$ cat src/hdl/sec_regs_pkg.sv
// constants for the per-port counter, security and address register set
// ==========================================================
// Overview of operation
// - second 8-bit per-port counter counts enabled events, shows its live value
// - mask bits select clear-on-read and stop-at-maximum for that counter
// - byte read of 16-bit counter copies all bits; other byte then read from copy
// - config bit 0 enables learn mode for the port address memories only
// - config bit 1 enables address security checking for the port
// - bit 2 set passes all-ones destination frames, clear replaces them while bit 1 is set
// - source mismatch still counts as violation for passed broadcast or multicast
// - multicast is first destination byte lsb one; bit 3 passes, else replaced while bit 1 is set
// - read-only bit 4 shows source check result, one means mismatch
// - bit 5 set compares source address against stored addresses
// - bit 6 set compares destination address; both may be set
// - reserved config bit 7 always reads zero
// - each byte loaded into a location advances that location's byte pointer
// - pointer register holds pointer and valid flag for both locations
// - valid flag one marks the location valid, zero invalid
// - in learn mode pointer register shows learning progress and valid state
// - 48-bit address moves through one byte register in six accesses
// - accesses carry address bytes in ascending order, bits 7..0 first
package sec_regs_pkg;

  // ==========================================================
  // register indices, byte address is index times four
  localparam logic [5:0] IDX_CNT_TWO = 6'h11;
  localparam logic [5:0] IDX_CNT_LO  = 6'h12;
  localparam logic [5:0] IDX_CNT_HI  = 6'h13;
  localparam logic [5:0] IDX_MASK    = 6'h14;
  localparam logic [5:0] IDX_CFG     = 6'h15;
  localparam logic [5:0] IDX_PTR     = 6'h16;
  localparam logic [5:0] IDX_LOC1    = 6'h17;
  localparam logic [5:0] IDX_LOC2    = 6'h18;

  // ==========================================================
  // field positions
  localparam int CFG_LEARN  = 0;
  localparam int CFG_SEC    = 1;
  localparam int CFG_BCAST  = 2;
  localparam int CFG_MCAST  = 3;
  localparam int CFG_SAM    = 4;
  localparam int CFG_SRC    = 5;
  localparam int CFG_DST    = 6;
  localparam int MASK_CLR2  = 0;
  localparam int MASK_SAT2  = 1;
  localparam int MASK_CLR16 = 2;
  localparam int MASK_SAT16 = 3;
  localparam int PTR1_LSB   = 0;
  localparam int VALID1     = 3;
  localparam int PTR2_LSB   = 4;
  localparam int VALID2     = 7;

  // ==========================================================
  // reset values and fixed values
  localparam logic [7:0]  CFG_RST     = 8'h00;
  localparam logic [7:0]  CFG_WR_MASK = 8'h6F;
  localparam logic [7:0]  MASK_RST    = 8'h00;
  localparam logic [2:0]  PTR_RST     = 3'h0;
  localparam logic [2:0]  LAST_BYTE   = 3'h5;
  localparam logic [47:0] BCAST_ADDR  = 48'hFFFF_FFFF_FFFF;
  localparam int          CNT_TWO_W   = 8;
  localparam int          CNT_W       = 16;

  // next byte pointer, wraps after the sixth byte
  function automatic logic [2:0] ptr_next(input logic [2:0] p);
    ptr_next = (p == LAST_BYTE) ? PTR_RST : p + 3'h1;
  endfunction

  // stored address hit, only a valid location counts
  function automatic logic addr_hit(input logic [47:0] a,
                                    input logic [47:0] w,
                                    input logic        v);
    addr_hit = v & (a == w);
  endfunction

endpackage

$ cat src/hdl/event_counter.sv
// event counter with clear-on-read and stop-at-maximum options
`timescale 1ns/1ps
module event_counter #(
  parameter int WIDTH = 8
) (
  input  wire logic             clk_i,
  input  wire logic             rst_i,
  input  wire logic             event_i,
  input  wire logic             clr_i,
  input  wire logic             sat_i,
  output logic [WIDTH-1:0]      count_o
);

  localparam logic [WIDTH-1:0] MAX = '1;

  logic [WIDTH-1:0] count_ff;
  logic             at_max;

  assign at_max  = (count_ff == MAX);
  assign count_o = count_ff;

  // ==========================================================
  // count; an event in the clearing cycle is kept as one
  always_ff @(posedge clk_i) begin
    if (rst_i) begin
      count_ff <= '0;
    end else if (clr_i) begin
      count_ff <= event_i ? {{(WIDTH-1){1'b0}}, 1'b1} : '0;
    end else if (event_i && !(sat_i && at_max)) begin
      count_ff <= count_ff + 1'b1;
    end
  end
endmodule

$ cat src/hdl/port_addr_mem.sv
// two port address locations of six bytes, byte and whole-word access
`timescale 1ns/1ps
module port_addr_mem (
  input  wire logic        clk_i,
  input  wire logic        rst_i,
  input  wire logic        byte_we_i,
  input  wire logic        byte_re_i,
  input  wire logic        loc_i,
  input  wire logic [2:0]  idx_i,
  input  wire logic [7:0]  byte_i,
  input  wire logic        word_we_i,
  input  wire logic        word_loc_i,
  input  wire logic [47:0] word_i,
  output logic [7:0]       rd_data_o,
  output logic [47:0]      word0_o,
  output logic [47:0]      word1_o
);

  logic [7:0] mem_ff [2][6];
  logic [7:0] rd_ff;

  assign rd_data_o = rd_ff;

  // byte k of a location holds address bits 8k+7..8k
  always_comb begin
    for (int k = 0; k < 6; k++) begin
      word0_o[8*k +: 8] = mem_ff[0][k];
      word1_o[8*k +: 8] = mem_ff[1][k];
    end
  end

  // ==========================================================
  // writes, a learned word wins over a byte write
  always_ff @(posedge clk_i) begin
    if (rst_i) begin
      for (int k = 0; k < 6; k++) begin
        mem_ff[0][k] <= 8'h00;
        mem_ff[1][k] <= 8'h00;
      end
    end else if (word_we_i) begin
      for (int k = 0; k < 6; k++) begin
        mem_ff[word_loc_i][k] <= word_i[8*k +: 8];
      end
    end else if (byte_we_i && idx_i <= 3'h5) begin
      mem_ff[loc_i][idx_i] <= byte_i;
    end
  end

  // registered byte read
  always_ff @(posedge clk_i) begin
    if (rst_i) begin
      rd_ff <= 8'h00;
    end else if (byte_re_i) begin
      rd_ff <= (idx_i <= 3'h5) ? mem_ff[loc_i][idx_i] : 8'h00;
    end
  end

endmodule

$ cat src/hdl/port_security_regs.sv
// per-port counters, security config and address memory behind wishbone
`timescale 1ns/1ps
module port_security_regs (
  input  wire logic        clk_i,
  input  wire logic        rst_i,
  input  wire logic        wb_cyc_i,
  input  wire logic        wb_stb_i,
  input  wire logic        wb_we_i,
  input  wire logic [7:0]  wb_adr_i,
  input  wire logic [3:0]  wb_sel_i,
  input  wire logic [31:0] wb_dat_i,
  output logic [31:0]      wb_dat_o,
  output logic             wb_ack_o,
  input  wire logic        event_i,
  input  wire logic        event_two_i,
  input  wire logic        frame_check_i,
  input  wire logic [47:0] src_addr_i,
  input  wire logic [47:0] dst_addr_i,
  output logic             replace_o,
  output logic             violation_o
);

  // ==========================================================
  // bus decode
  logic       ack_ff;
  logic       take;
  logic       wr;
  logic       rd;
  logic [5:0] idx;

  assign take = wb_cyc_i & wb_stb_i & ~ack_ff;
  assign idx  = wb_adr_i[7:2];
  assign wr   = take & wb_we_i & wb_sel_i[0];
  assign rd   = take & ~wb_we_i;

  // ==========================================================
  // state
  logic [7:0]  cfg_ff;
  logic [7:0]  mask_ff;
  logic        sam_ff;
  logic [2:0]  ptr1_ff;
  logic [2:0]  ptr2_ff;
  logic        valid1_ff;
  logic        valid2_ff;
  logic [15:0] hold_ff;
  logic        hold_vld_ff;
  logic        hold_hi_ff;
  logic [7:0]  dat_ff;
  logic        mem_sel_ff;
  logic        replace_ff;
  logic        violation_ff;

  logic [7:0]  cnt_two;
  logic [15:0] cnt16;
  logic [7:0]  mem_rd;
  logic [47:0] word0;
  logic [47:0] word1;

  // ==========================================================
  // frame check terms
  logic src_hit;
  logic dst_hit;
  logic src_mm;
  logic dst_mm;
  logic bcast;
  logic mcast;
  logic blocked;
  logic viol;
  logic learn;
  logic learn_loc;

  assign src_hit = sec_regs_pkg::addr_hit(src_addr_i, word0, valid1_ff)
                 | sec_regs_pkg::addr_hit(src_addr_i, word1, valid2_ff);
  assign dst_hit = sec_regs_pkg::addr_hit(dst_addr_i, word0, valid1_ff)
                 | sec_regs_pkg::addr_hit(dst_addr_i, word1, valid2_ff);
  assign src_mm  = cfg_ff[sec_regs_pkg::CFG_SRC] & ~src_hit;
  assign dst_mm  = cfg_ff[sec_regs_pkg::CFG_DST] & ~dst_hit;
  assign bcast   = (dst_addr_i == sec_regs_pkg::BCAST_ADDR);
  assign mcast   = dst_addr_i[0] & ~bcast;
  assign blocked = (bcast & ~cfg_ff[sec_regs_pkg::CFG_BCAST])
                 | (mcast & ~cfg_ff[sec_regs_pkg::CFG_MCAST]);
  assign viol    = cfg_ff[sec_regs_pkg::CFG_SEC] & (src_mm | dst_mm);

  // learn a new source into the first free location
  assign learn     = frame_check_i & cfg_ff[sec_regs_pkg::CFG_LEARN]
                   & ~src_hit & ~(valid1_ff & valid2_ff);
  assign learn_loc = valid1_ff;

  // ==========================================================
  // location access terms
  logic loc_acc;
  logic loc_sel;
  logic loc_valid;
  logic loc_wr;
  logic [2:0] loc_ptr;

  assign loc_acc   = take & (idx == sec_regs_pkg::IDX_LOC1 || idx == sec_regs_pkg::IDX_LOC2);
  assign loc_sel   = (idx == sec_regs_pkg::IDX_LOC2);
  assign loc_valid = loc_sel ? valid2_ff : valid1_ff;
  assign loc_ptr   = loc_sel ? ptr2_ff : ptr1_ff;
  assign loc_wr    = loc_acc & wr & ~loc_valid;

  // ==========================================================
  // sub-blocks
  event_counter #(
    .WIDTH (sec_regs_pkg::CNT_TWO_W)
  ) u_cnt_two (
    .clk_i   (clk_i),
    .rst_i   (rst_i),
    .event_i (event_two_i),
    .clr_i   (rd & idx == sec_regs_pkg::IDX_CNT_TWO & mask_ff[sec_regs_pkg::MASK_CLR2]),
    .sat_i   (mask_ff[sec_regs_pkg::MASK_SAT2]),
    .count_o (cnt_two)
  );

  // clear-on-read of the wide counter happens when its copy is taken
  logic cnt_rd;
  logic capture;

  assign cnt_rd  = rd & (idx == sec_regs_pkg::IDX_CNT_LO || idx == sec_regs_pkg::IDX_CNT_HI);
  assign capture = cnt_rd & ~(hold_vld_ff & (hold_hi_ff != (idx == sec_regs_pkg::IDX_CNT_HI)));

  event_counter #(
    .WIDTH (sec_regs_pkg::CNT_W)
  ) u_cnt16 (
    .clk_i   (clk_i),
    .rst_i   (rst_i),
    .event_i (event_i),
    .clr_i   (capture & mask_ff[sec_regs_pkg::MASK_CLR16]),
    .sat_i   (mask_ff[sec_regs_pkg::MASK_SAT16]),
    .count_o (cnt16)
  );

  port_addr_mem u_mem (
    .clk_i      (clk_i),
    .rst_i      (rst_i),
    .byte_we_i  (loc_wr),
    .byte_re_i  (loc_acc & rd),
    .loc_i      (loc_sel),
    .idx_i      (loc_ptr),
    .byte_i     (wb_dat_i[7:0]),
    .word_we_i  (learn),
    .word_loc_i (learn_loc),
    .word_i     (src_addr_i),
    .rd_data_o  (mem_rd),
    .word0_o    (word0),
    .word1_o    (word1)
  );

  // ==========================================================
  // bus handshake, ack one cycle after the request is taken
  always_ff @(posedge clk_i) begin
    if (rst_i) begin
      ack_ff <= 1'b0;
    end else begin
      ack_ff <= take;
    end
  end

  // read value selection
  logic [7:0] rd_val;

  always_comb begin
    rd_val = 8'h00;
    unique case (idx)
      sec_regs_pkg::IDX_CNT_TWO: rd_val = cnt_two;
      sec_regs_pkg::IDX_CNT_LO:  rd_val = capture ? cnt16[7:0] : hold_ff[7:0];
      sec_regs_pkg::IDX_CNT_HI:  rd_val = capture ? cnt16[15:8] : hold_ff[15:8];
      sec_regs_pkg::IDX_MASK:    rd_val = mask_ff;
      sec_regs_pkg::IDX_CFG:     rd_val = {1'b0, cfg_ff[6:5], sam_ff, cfg_ff[3:0]};
      sec_regs_pkg::IDX_PTR:     rd_val = {valid2_ff, ptr2_ff, valid1_ff, ptr1_ff};
      default:                   rd_val = 8'h00;
    endcase
  end

  // read data register and memory read select
  always_ff @(posedge clk_i) begin
    if (rst_i) begin
      dat_ff     <= 8'h00;
      mem_sel_ff <= 1'b0;
    end else if (take) begin
      dat_ff     <= rd_val;
      mem_sel_ff <= loc_acc & ~wb_we_i;
    end
  end

  assign wb_ack_o = ack_ff;
  assign wb_dat_o = {24'h000000, mem_sel_ff ? mem_rd : dat_ff};

  // ==========================================================
  // counter holding register
  always_ff @(posedge clk_i) begin
    if (rst_i) begin
      hold_ff     <= 16'h0000;
      hold_vld_ff <= 1'b0;
      hold_hi_ff  <= 1'b0;
    end else if (capture) begin
      hold_ff     <= cnt16;
      hold_vld_ff <= 1'b1;
      hold_hi_ff  <= (idx == sec_regs_pkg::IDX_CNT_HI);
    end else if (cnt_rd || (rd && idx == sec_regs_pkg::IDX_CNT_TWO)) begin
      hold_vld_ff <= 1'b0;
    end
  end

  // ==========================================================
  // configuration and mask registers
  always_ff @(posedge clk_i) begin
    if (rst_i) begin
      cfg_ff <= sec_regs_pkg::CFG_RST;
    end else if (wr && idx == sec_regs_pkg::IDX_CFG) begin
      cfg_ff <= wb_dat_i[7:0] & sec_regs_pkg::CFG_WR_MASK;
    end
  end

  always_ff @(posedge clk_i) begin
    if (rst_i) begin
      mask_ff <= sec_regs_pkg::MASK_RST;
    end else if (wr && idx == sec_regs_pkg::IDX_MASK) begin
      mask_ff <= wb_dat_i[7:0];
    end
  end

  // ==========================================================
  // location one pointer and valid flag
  always_ff @(posedge clk_i) begin
    if (rst_i) begin
      ptr1_ff   <= sec_regs_pkg::PTR_RST;
      valid1_ff <= 1'b0;
    end else begin
      if (learn && !learn_loc) begin
        valid1_ff <= 1'b1;
        ptr1_ff   <= sec_regs_pkg::PTR_RST;
      end else if (loc_acc && !loc_sel && (rd || loc_wr)) begin
        ptr1_ff <= sec_regs_pkg::ptr_next(ptr1_ff);
      end
      if (wr && idx == sec_regs_pkg::IDX_PTR) begin
        valid1_ff <= wb_dat_i[sec_regs_pkg::VALID1];
      end
    end
  end

  // location two pointer and valid flag
  always_ff @(posedge clk_i) begin
    if (rst_i) begin
      ptr2_ff   <= sec_regs_pkg::PTR_RST;
      valid2_ff <= 1'b0;
    end else begin
      if (learn && learn_loc) begin
        valid2_ff <= 1'b1;
        ptr2_ff   <= sec_regs_pkg::PTR_RST;
      end else if (loc_acc && loc_sel && (rd || loc_wr)) begin
        ptr2_ff <= sec_regs_pkg::ptr_next(ptr2_ff);
      end
      if (wr && idx == sec_regs_pkg::IDX_PTR) begin
        valid2_ff <= wb_dat_i[sec_regs_pkg::VALID2];
      end
    end
  end

  // ==========================================================
  // frame verdict, one cycle after the check strobe
  always_ff @(posedge clk_i) begin
    if (rst_i) begin
      replace_ff   <= 1'b0;
      violation_ff <= 1'b0;
    end else begin
      replace_ff   <= frame_check_i & cfg_ff[sec_regs_pkg::CFG_SEC] & (viol | blocked);
      violation_ff <= frame_check_i & viol;
    end
  end

  // source check result, held until the next frame
  always_ff @(posedge clk_i) begin
    if (rst_i) begin
      sam_ff <= 1'b0;
    end else if (frame_check_i) begin
      sam_ff <= src_mm;
    end
  end

  assign replace_o   = replace_ff;
  assign violation_o = violation_ff;
endmodule

$ cat config.mk
export PLATFORM = sky130hd
export DESIGN_NAME = port_security_regs
export DESIGN_NICKNAME = d
export VERILOG_FILES = /design/src/hdl/sec_regs_pkg.sv /design/src/hdl/event_counter.sv /design/src/hdl/port_addr_mem.sv /design/src/hdl/port_security_regs.sv
export SDC_FILE = /design/constraint.sdc
export NUM_CORES = 1
export LEC_CHECK = 0
export ABC_AREA = 1
export BUFFER_PORTS_ARGS = -buffer_cell sky130_fd_sc_hd__buf_2
export CORE_ASPECT_RATIO = 0.5
export CORE_MARGIN = 1.5
export CORE_UTILIZATION = 53
export DETAILED_ROUTE_END_ITERATION = 6
export HOLD_SLACK_MARGIN = 0.1
export PLACE_DENSITY = 0.78
export SYNTH_ARGS = -nofsm -noshare
export SYNTH_HDL_FRONTEND = slang
export SYNTH_SLANG_ARGS = --single-unit
$ cat constraint.sdc
create_clock -name clk_i -period 2.3 [get_ports clk_i]
set_input_delay 0.345 -clock clk_i [delete_from_list [all_inputs] [get_ports clk_i]]
set_output_delay 0.345 -clock clk_i [all_outputs]
set_load 0.02 [all_outputs]
* Word level (Yosys, flattened, before mapping)
Memory sizes are Yosys's and may differ from the RTL's.
Index checks and enable logic that the tools add are counted.
** Operators by class
- Bitwise operators :: 49
- Reduce and logical (&&, ||, !) cells :: 33
- Add/sub/neg operators :: 4
- Muxes and demuxes :: 41
- Magnitude comparators :: 3
- Eq/ne operators :: 18
** Operators by type and width (count)
- 48-bit equality test :: 4
- 48-bit 2-to-1 mux :: 4
- 48-bit OR reduction :: 2
- 8-bit 2-to-1 mux :: 9
- 48-bit equality test, second input constant :: 1
- 6-bit by 5-bit equality test with 1-bit output, second input constant :: 8
- 8-bit one-hot mux with 6 select lines :: 1
- 1-bit AND :: 33
- 16-bit 2-to-1 mux :: 2
- 8-bit binary-select mux with 3-bit select :: 1
- 8-bit demux with 3-bit select :: 1
- 1-bit 2-to-1 mux :: 20
- 16-bit by 1-bit adder with 16-bit output, second input constant :: 1
- 16-bit equality test, second input constant :: 1
- 1-bit logical AND :: 16
- 1-bit inverter :: 10
- 2-bit nonzero test :: 5
- 3-bit 2-to-1 mux :: 3
- 8-bit by 1-bit adder with 8-bit output, second input constant :: 1
- 8-bit equality test, second input constant :: 1
- 3-bit by 1-bit adder with 3-bit output, second input constant :: 2
- 3-bit equality test, second input constant :: 2
- 1-bit OR :: 5
- 4-bit >= comparator, second input constant :: 1
- other kinds (7) :: 14
** Storage, ports and cells
- Memories :: 1
- Bits of input ports :: 148
- Flip-flop bits (word level) :: 85
- RAM bits :: 96
** Memory list
- u_mem.mem_ff :: words 2, width 48, read ports 3, clocked after Yosys merged registers in 0, write ports 2, line port_addr_mem.sv:19 : logic [7:0] mem_ff [2][6];

* Depth between registers and ports, before layout
- Depth in word-level cells :: 13
- Depth in mapped cells :: 16
- Depth with buffers taken out :: 15

* Cells and area by module
From an unflattened synthesis, not the netlist that was laid out.
** Unflattened totals
- Cells, all modules :: 2173
- Area total of the unflattened synthesis :: 13494.2 um^2
** Modules (own cells, without submodules)
- port_security_regs :: times used 1, area an instance 6257.3 um^2, cells each 1154
- port_addr_mem :: times used 1, area an instance 5670.4 um^2, cells each 771
- event_counter (u_cnt16) :: times used 1, area an instance 1096.1 um^2, cells each 177
- event_counter (u_cnt_two) :: times used 1, area an instance 470.5 um^2, cells each 71

* Worst setup path after synthesis
Ideal clock, no wire load.
- Kind :: input-to-reg
- From :: input port wb_adr_i[7]
- To :: memory u_mem.mem_ff[0][0] (netlist bit), enable pin
- Stages :: 11
- Path slack :: -0.060 ns
- Data arrival time :: 2.059 ns
- Setup time :: 0.302 ns
- Cell sequence :: inv_1 nand2_1 inv_1 nand3_2 buf_4 a21oi_1 nand3b_1 nor3_4 nand3_2 nand3_4 nand2_1
** RTL lines
- start: declaration :: line port_security_regs.sv:9 : input wire logic [7:0] wb_adr_i,
- end: declaration :: line port_addr_mem.sv:19

==> summary.txt <==
Critical path
  • Max incr delay on CP: 0.50 ns
  • Crit path required time: 2.52 ns
  • CP Max Fanout: 8
  • Slowest cell on crit path: edfxtp_1
  • Crit end category: flip-flop
  • Startpoint class of the critical path: flip-flop
  • CP Cell Sequence: buf_4 -> inv_1 -> nand2_1 -> nand2_1 -> nor2_1 -> nand2_1 -> nor2_1 -> nand2_1 -> nor2_1 -> nand2_2 -> nand3_4 -> buf_6 -> nand3_4 -> nand3_4 -> buf_8 -> nor2_1
  • Worst EP arrival: 2.88 ns
  • Crit Path Class: reg -> reg

Place
  • RD Place Congestion: 1.09
  • Port bufs: 129
  • Placed instance count: 2,610
  • Area after DPL: 15,600 um^2
  • Final HPWL DP: 44,700 um

Finish
  • Post-route cell area: 16,800 um^2
  • Commonest non-fill, non-tap cell in the layout: nand2_1
  • Layout cell share with drive strength beyond 1: 0.244
  • P&R area growth vs syn: 34.3%
  • Core Util, Final: 0.732
  • Finished Layout Cells: 2,655
  • Multi-input logic area: 6970 um^2
  • Commonest non-fill, non-tap cells in the layout: nand2_1, inv_1, buf_4
  • Ant diodes: 0
  • Nets: 2,485
  • Fillers: 1,888
  • Register area: 4580 um^2

Logic synthesis
  • Simple-Gate Fraction of Synth Area: 0.356
  • Number of synthesized flops with an enable pin: 96
  • Async SR Flop Fraction: 0
  • Post-synthesis sequential area ratio: 0.366
  • Largest family of logic cells by synthesized area: simple AND/OR/NAND/NOR gates
  • Syn Std Cell Area: 12,500 um^2
  • Count of different cell masters after synthesis: 45
  • Post-synthesis compound-gate area fraction: 0.117
  • Yosys reg bits: 181
  • Mux share of post-synthesis cell area: 0.00719
  • Adder-Cell Fraction of Synth Area: 0.00200
  • Synth warn: 0
  • Cells after Synth: 1,933
  • Ys flop type: edfxtp_1
  • Mean Syn Cell Area: 6.48 um^2
  • Post-synthesis xor/xnor area fraction: 0.0329

STA
  • Hold Fails Final Rpt: 0
  • Slew Limit Fails: 0
  • Actual slew at the worst max-slew pin: 0.831 ns
  • Setup ws final: -0.355 ns
  • Final period util: 1.15
  • Finish-stage setup viols: 194
  • Max-slew headroom: 0.446
  • RSZ-0062 raised after global routing: true
  • Final min period: 2.65 ns
  • Fmax: 377 MHz
  • Fin Clk Skew: 0.0147 ns

Global route
  • First-pass GRT wire length: 83,000 um
  • Vias in the first global route: 13,772
  • Pin count of the biggest net entering global routing: 59
  • Initial antenna violation count: 1
  • GR Overflow Total: 0
  • Gr usage total: 0.467

Power
  • Sequential share of power: 0.445
  • Sw power: 2450 uW
  • Cell internal pwr: 5500 uW
  • Sw frac: 0.308
  • Power share of the clock group: 0.380
  • Comb power frac: 0.175
  • Max rail drop VDD: 470 uV
  • Static leakage: 0.00833 uW
  • Total power: 7950 uW
  • Pwr dens: 473 nW/um^2

Floorplanning
  • Io pins: 183
  • Row cnt: 39
  • DIE AREA: 24,600 um^2
  • Die Width: 220 um
  • Die height: 112 um
  • Core Area: 23,000 um^2
  • Starting Density: 0.545

Run status
  • Failing checks: design-rule violations, negative setup slack
  • Outcome: finished with violations

Clock tree
  • Total CTS buffers: 17
  • Clock Sinks: 181
  • Clk slew on worst S/H paths: 0.08 ns
  • Bufs on Longest Clock Path: 2
  • Skew-Pair Late Insertion Delay: 0.47 ns
  • # H-tree levels: 4
  • Root buffer cell: clkbuf_16
  • Clock tree from TritonCTS: built

Detailed routing
  • Vias: 15,246
  • Antenna Nets Post-Route: 0
  • Routed len/inst: 21.7 um
  • Final WL: 57,600 um
  • First DRT Iteration DRCs: 2,446
  • Vias/cell: 5.74
  • DR DRC count: 3
  • Number of detailed-route iterations in the first pass: 7

Job
  • Max cap viols: 0

Worst hold path
  • HP Class: in -> reg
==> per-layer routing <==
metal / GRT usage / wire length (um)
met1: 0.627 / 21900
met4: 0.216 / 3180
met5: 0 / 0
met3: 0.157 / 9160
met2: 0.676 / 23300
==> power groups by stage <==
stage / registers [uW] / logic, uW / clock network [uW]
finish: 3530 / 1390 / 3020
global route: 3530 / 1460 / 3130
CTS: 3530 / 1300 / 3010
detailed placement: 3600 / 1260 / 0
global placement: 3600 / 1260 / 0
floorplan: 3580 / 583 / 0
==> registers in the layout (all words and copies together) (netlist names), 3 cells and up <==
name	cells
hold_ff	16
u_cnt16.count_o	16
u_mem.rd_data_o	8
ptr2_ff	3
cfg_ff	6
u_cnt_two.count_o	8
ptr1_ff	3
mask_ff	8
u_mem.mem_ff	96
dat_ff	8
==> synthesized netlist by cell type, types with 4 or more instances <==
cell	count	share of area
nor4_1	6	0.0030
o22ai_1	42	0.021
dfxtp_1	85	0.14
xnor2_1	27	0.019
clkbuf_1	24	0.0072
nand2_1	630	0.19
nand3_4	12	0.017
inv_1	294	0.088
xor2_1	20	0.014
mux2_2	8	0.0072
a21oi_1	62	0.025
edfxtp_1	96	0.23
nand4_1	33	0.016
nor3_1	21	0.0084
buf_2	14	0.0056
o211ai_1	4	0.0024
o21ai_0	151	0.060
buf_4	26	0.016
nand3_1	66	0.026
nor2_1	268	0.080
==> final timing paths <==
| check | start | slack [ns] | endpoint | depth (start not counted) |
|---|---|---|---|---|
| min reg2reg | dat_ff[4] | 0.46 | dat_ff[4] | 2 |
| max | u_mem.mem_ff[0][47] | -0.35 | u_mem.mem_ff[0][30] | 16 |
| min | event_i | 0.15 | u_cnt16.count_o[0] | 3 |
| max reg2reg | u_mem.mem_ff[0][47] | -0.35 | u_mem.mem_ff[0][30] | 16 |
==> repair_timing <==
action | CTS | global route
gates resized for setup | 90 | 45
hold buffers | 1 | 0
setup endpoints to repair | 195 | 207
endpoints found under the hold margin | 1 | 0
pin swaps | 23 | 18
buffers inserted | 7 | 6
==> critical path: cells and delay by family (launching register included) <==
kind          cells  cell delay [ns]
simple gates     12             1.39
flops             1             0.50
buf+inv           4             0.51
==> cell type report <==
cell class                      count  share of cell area
Clock buffer                       20              0.0278
Sequential cell                   181               0.273
Timing Repair Buffer              426               0.188
Tap cell                          307              0.0228
Inverter                          297              0.0663
Multi-Input combinational cell   1412               0.415
Clock inverter                     12             0.00774
==> cell families (layout without fill, tap and decap cells) <==
kind of cell | Yosys count | after routing
other | 1 | 24
muxes | 8 | 8
DFF | 181 | 181
xor gates and xnor gates | 47 | 47
adders and majority gates | 2 | 2
buffers and inverters | 363 | 755
AOI/OAI and AO/OA | 273 | 273
and+or+nand+nor | 1058 | 1058
==> stage by stage <==
stage | worst slack (ns) | hold WS (ns) | setup TNS, ns
3_3_place_gp | -0.567 | 0.444 | -90.53
3_5_place_dp | -0.595 | 0.453 | -93.08
6_report | -0.355 | 0.151 | -56.96
5_1_grt | -0.359 | 0.138 | -58.56
2_1_floorplan | -0.0545 | 0.430 | -3.14
4_1_cts | -0.119 | 0.138 | -15.73
Note: power is estimated with default switching activity, not from simulation.
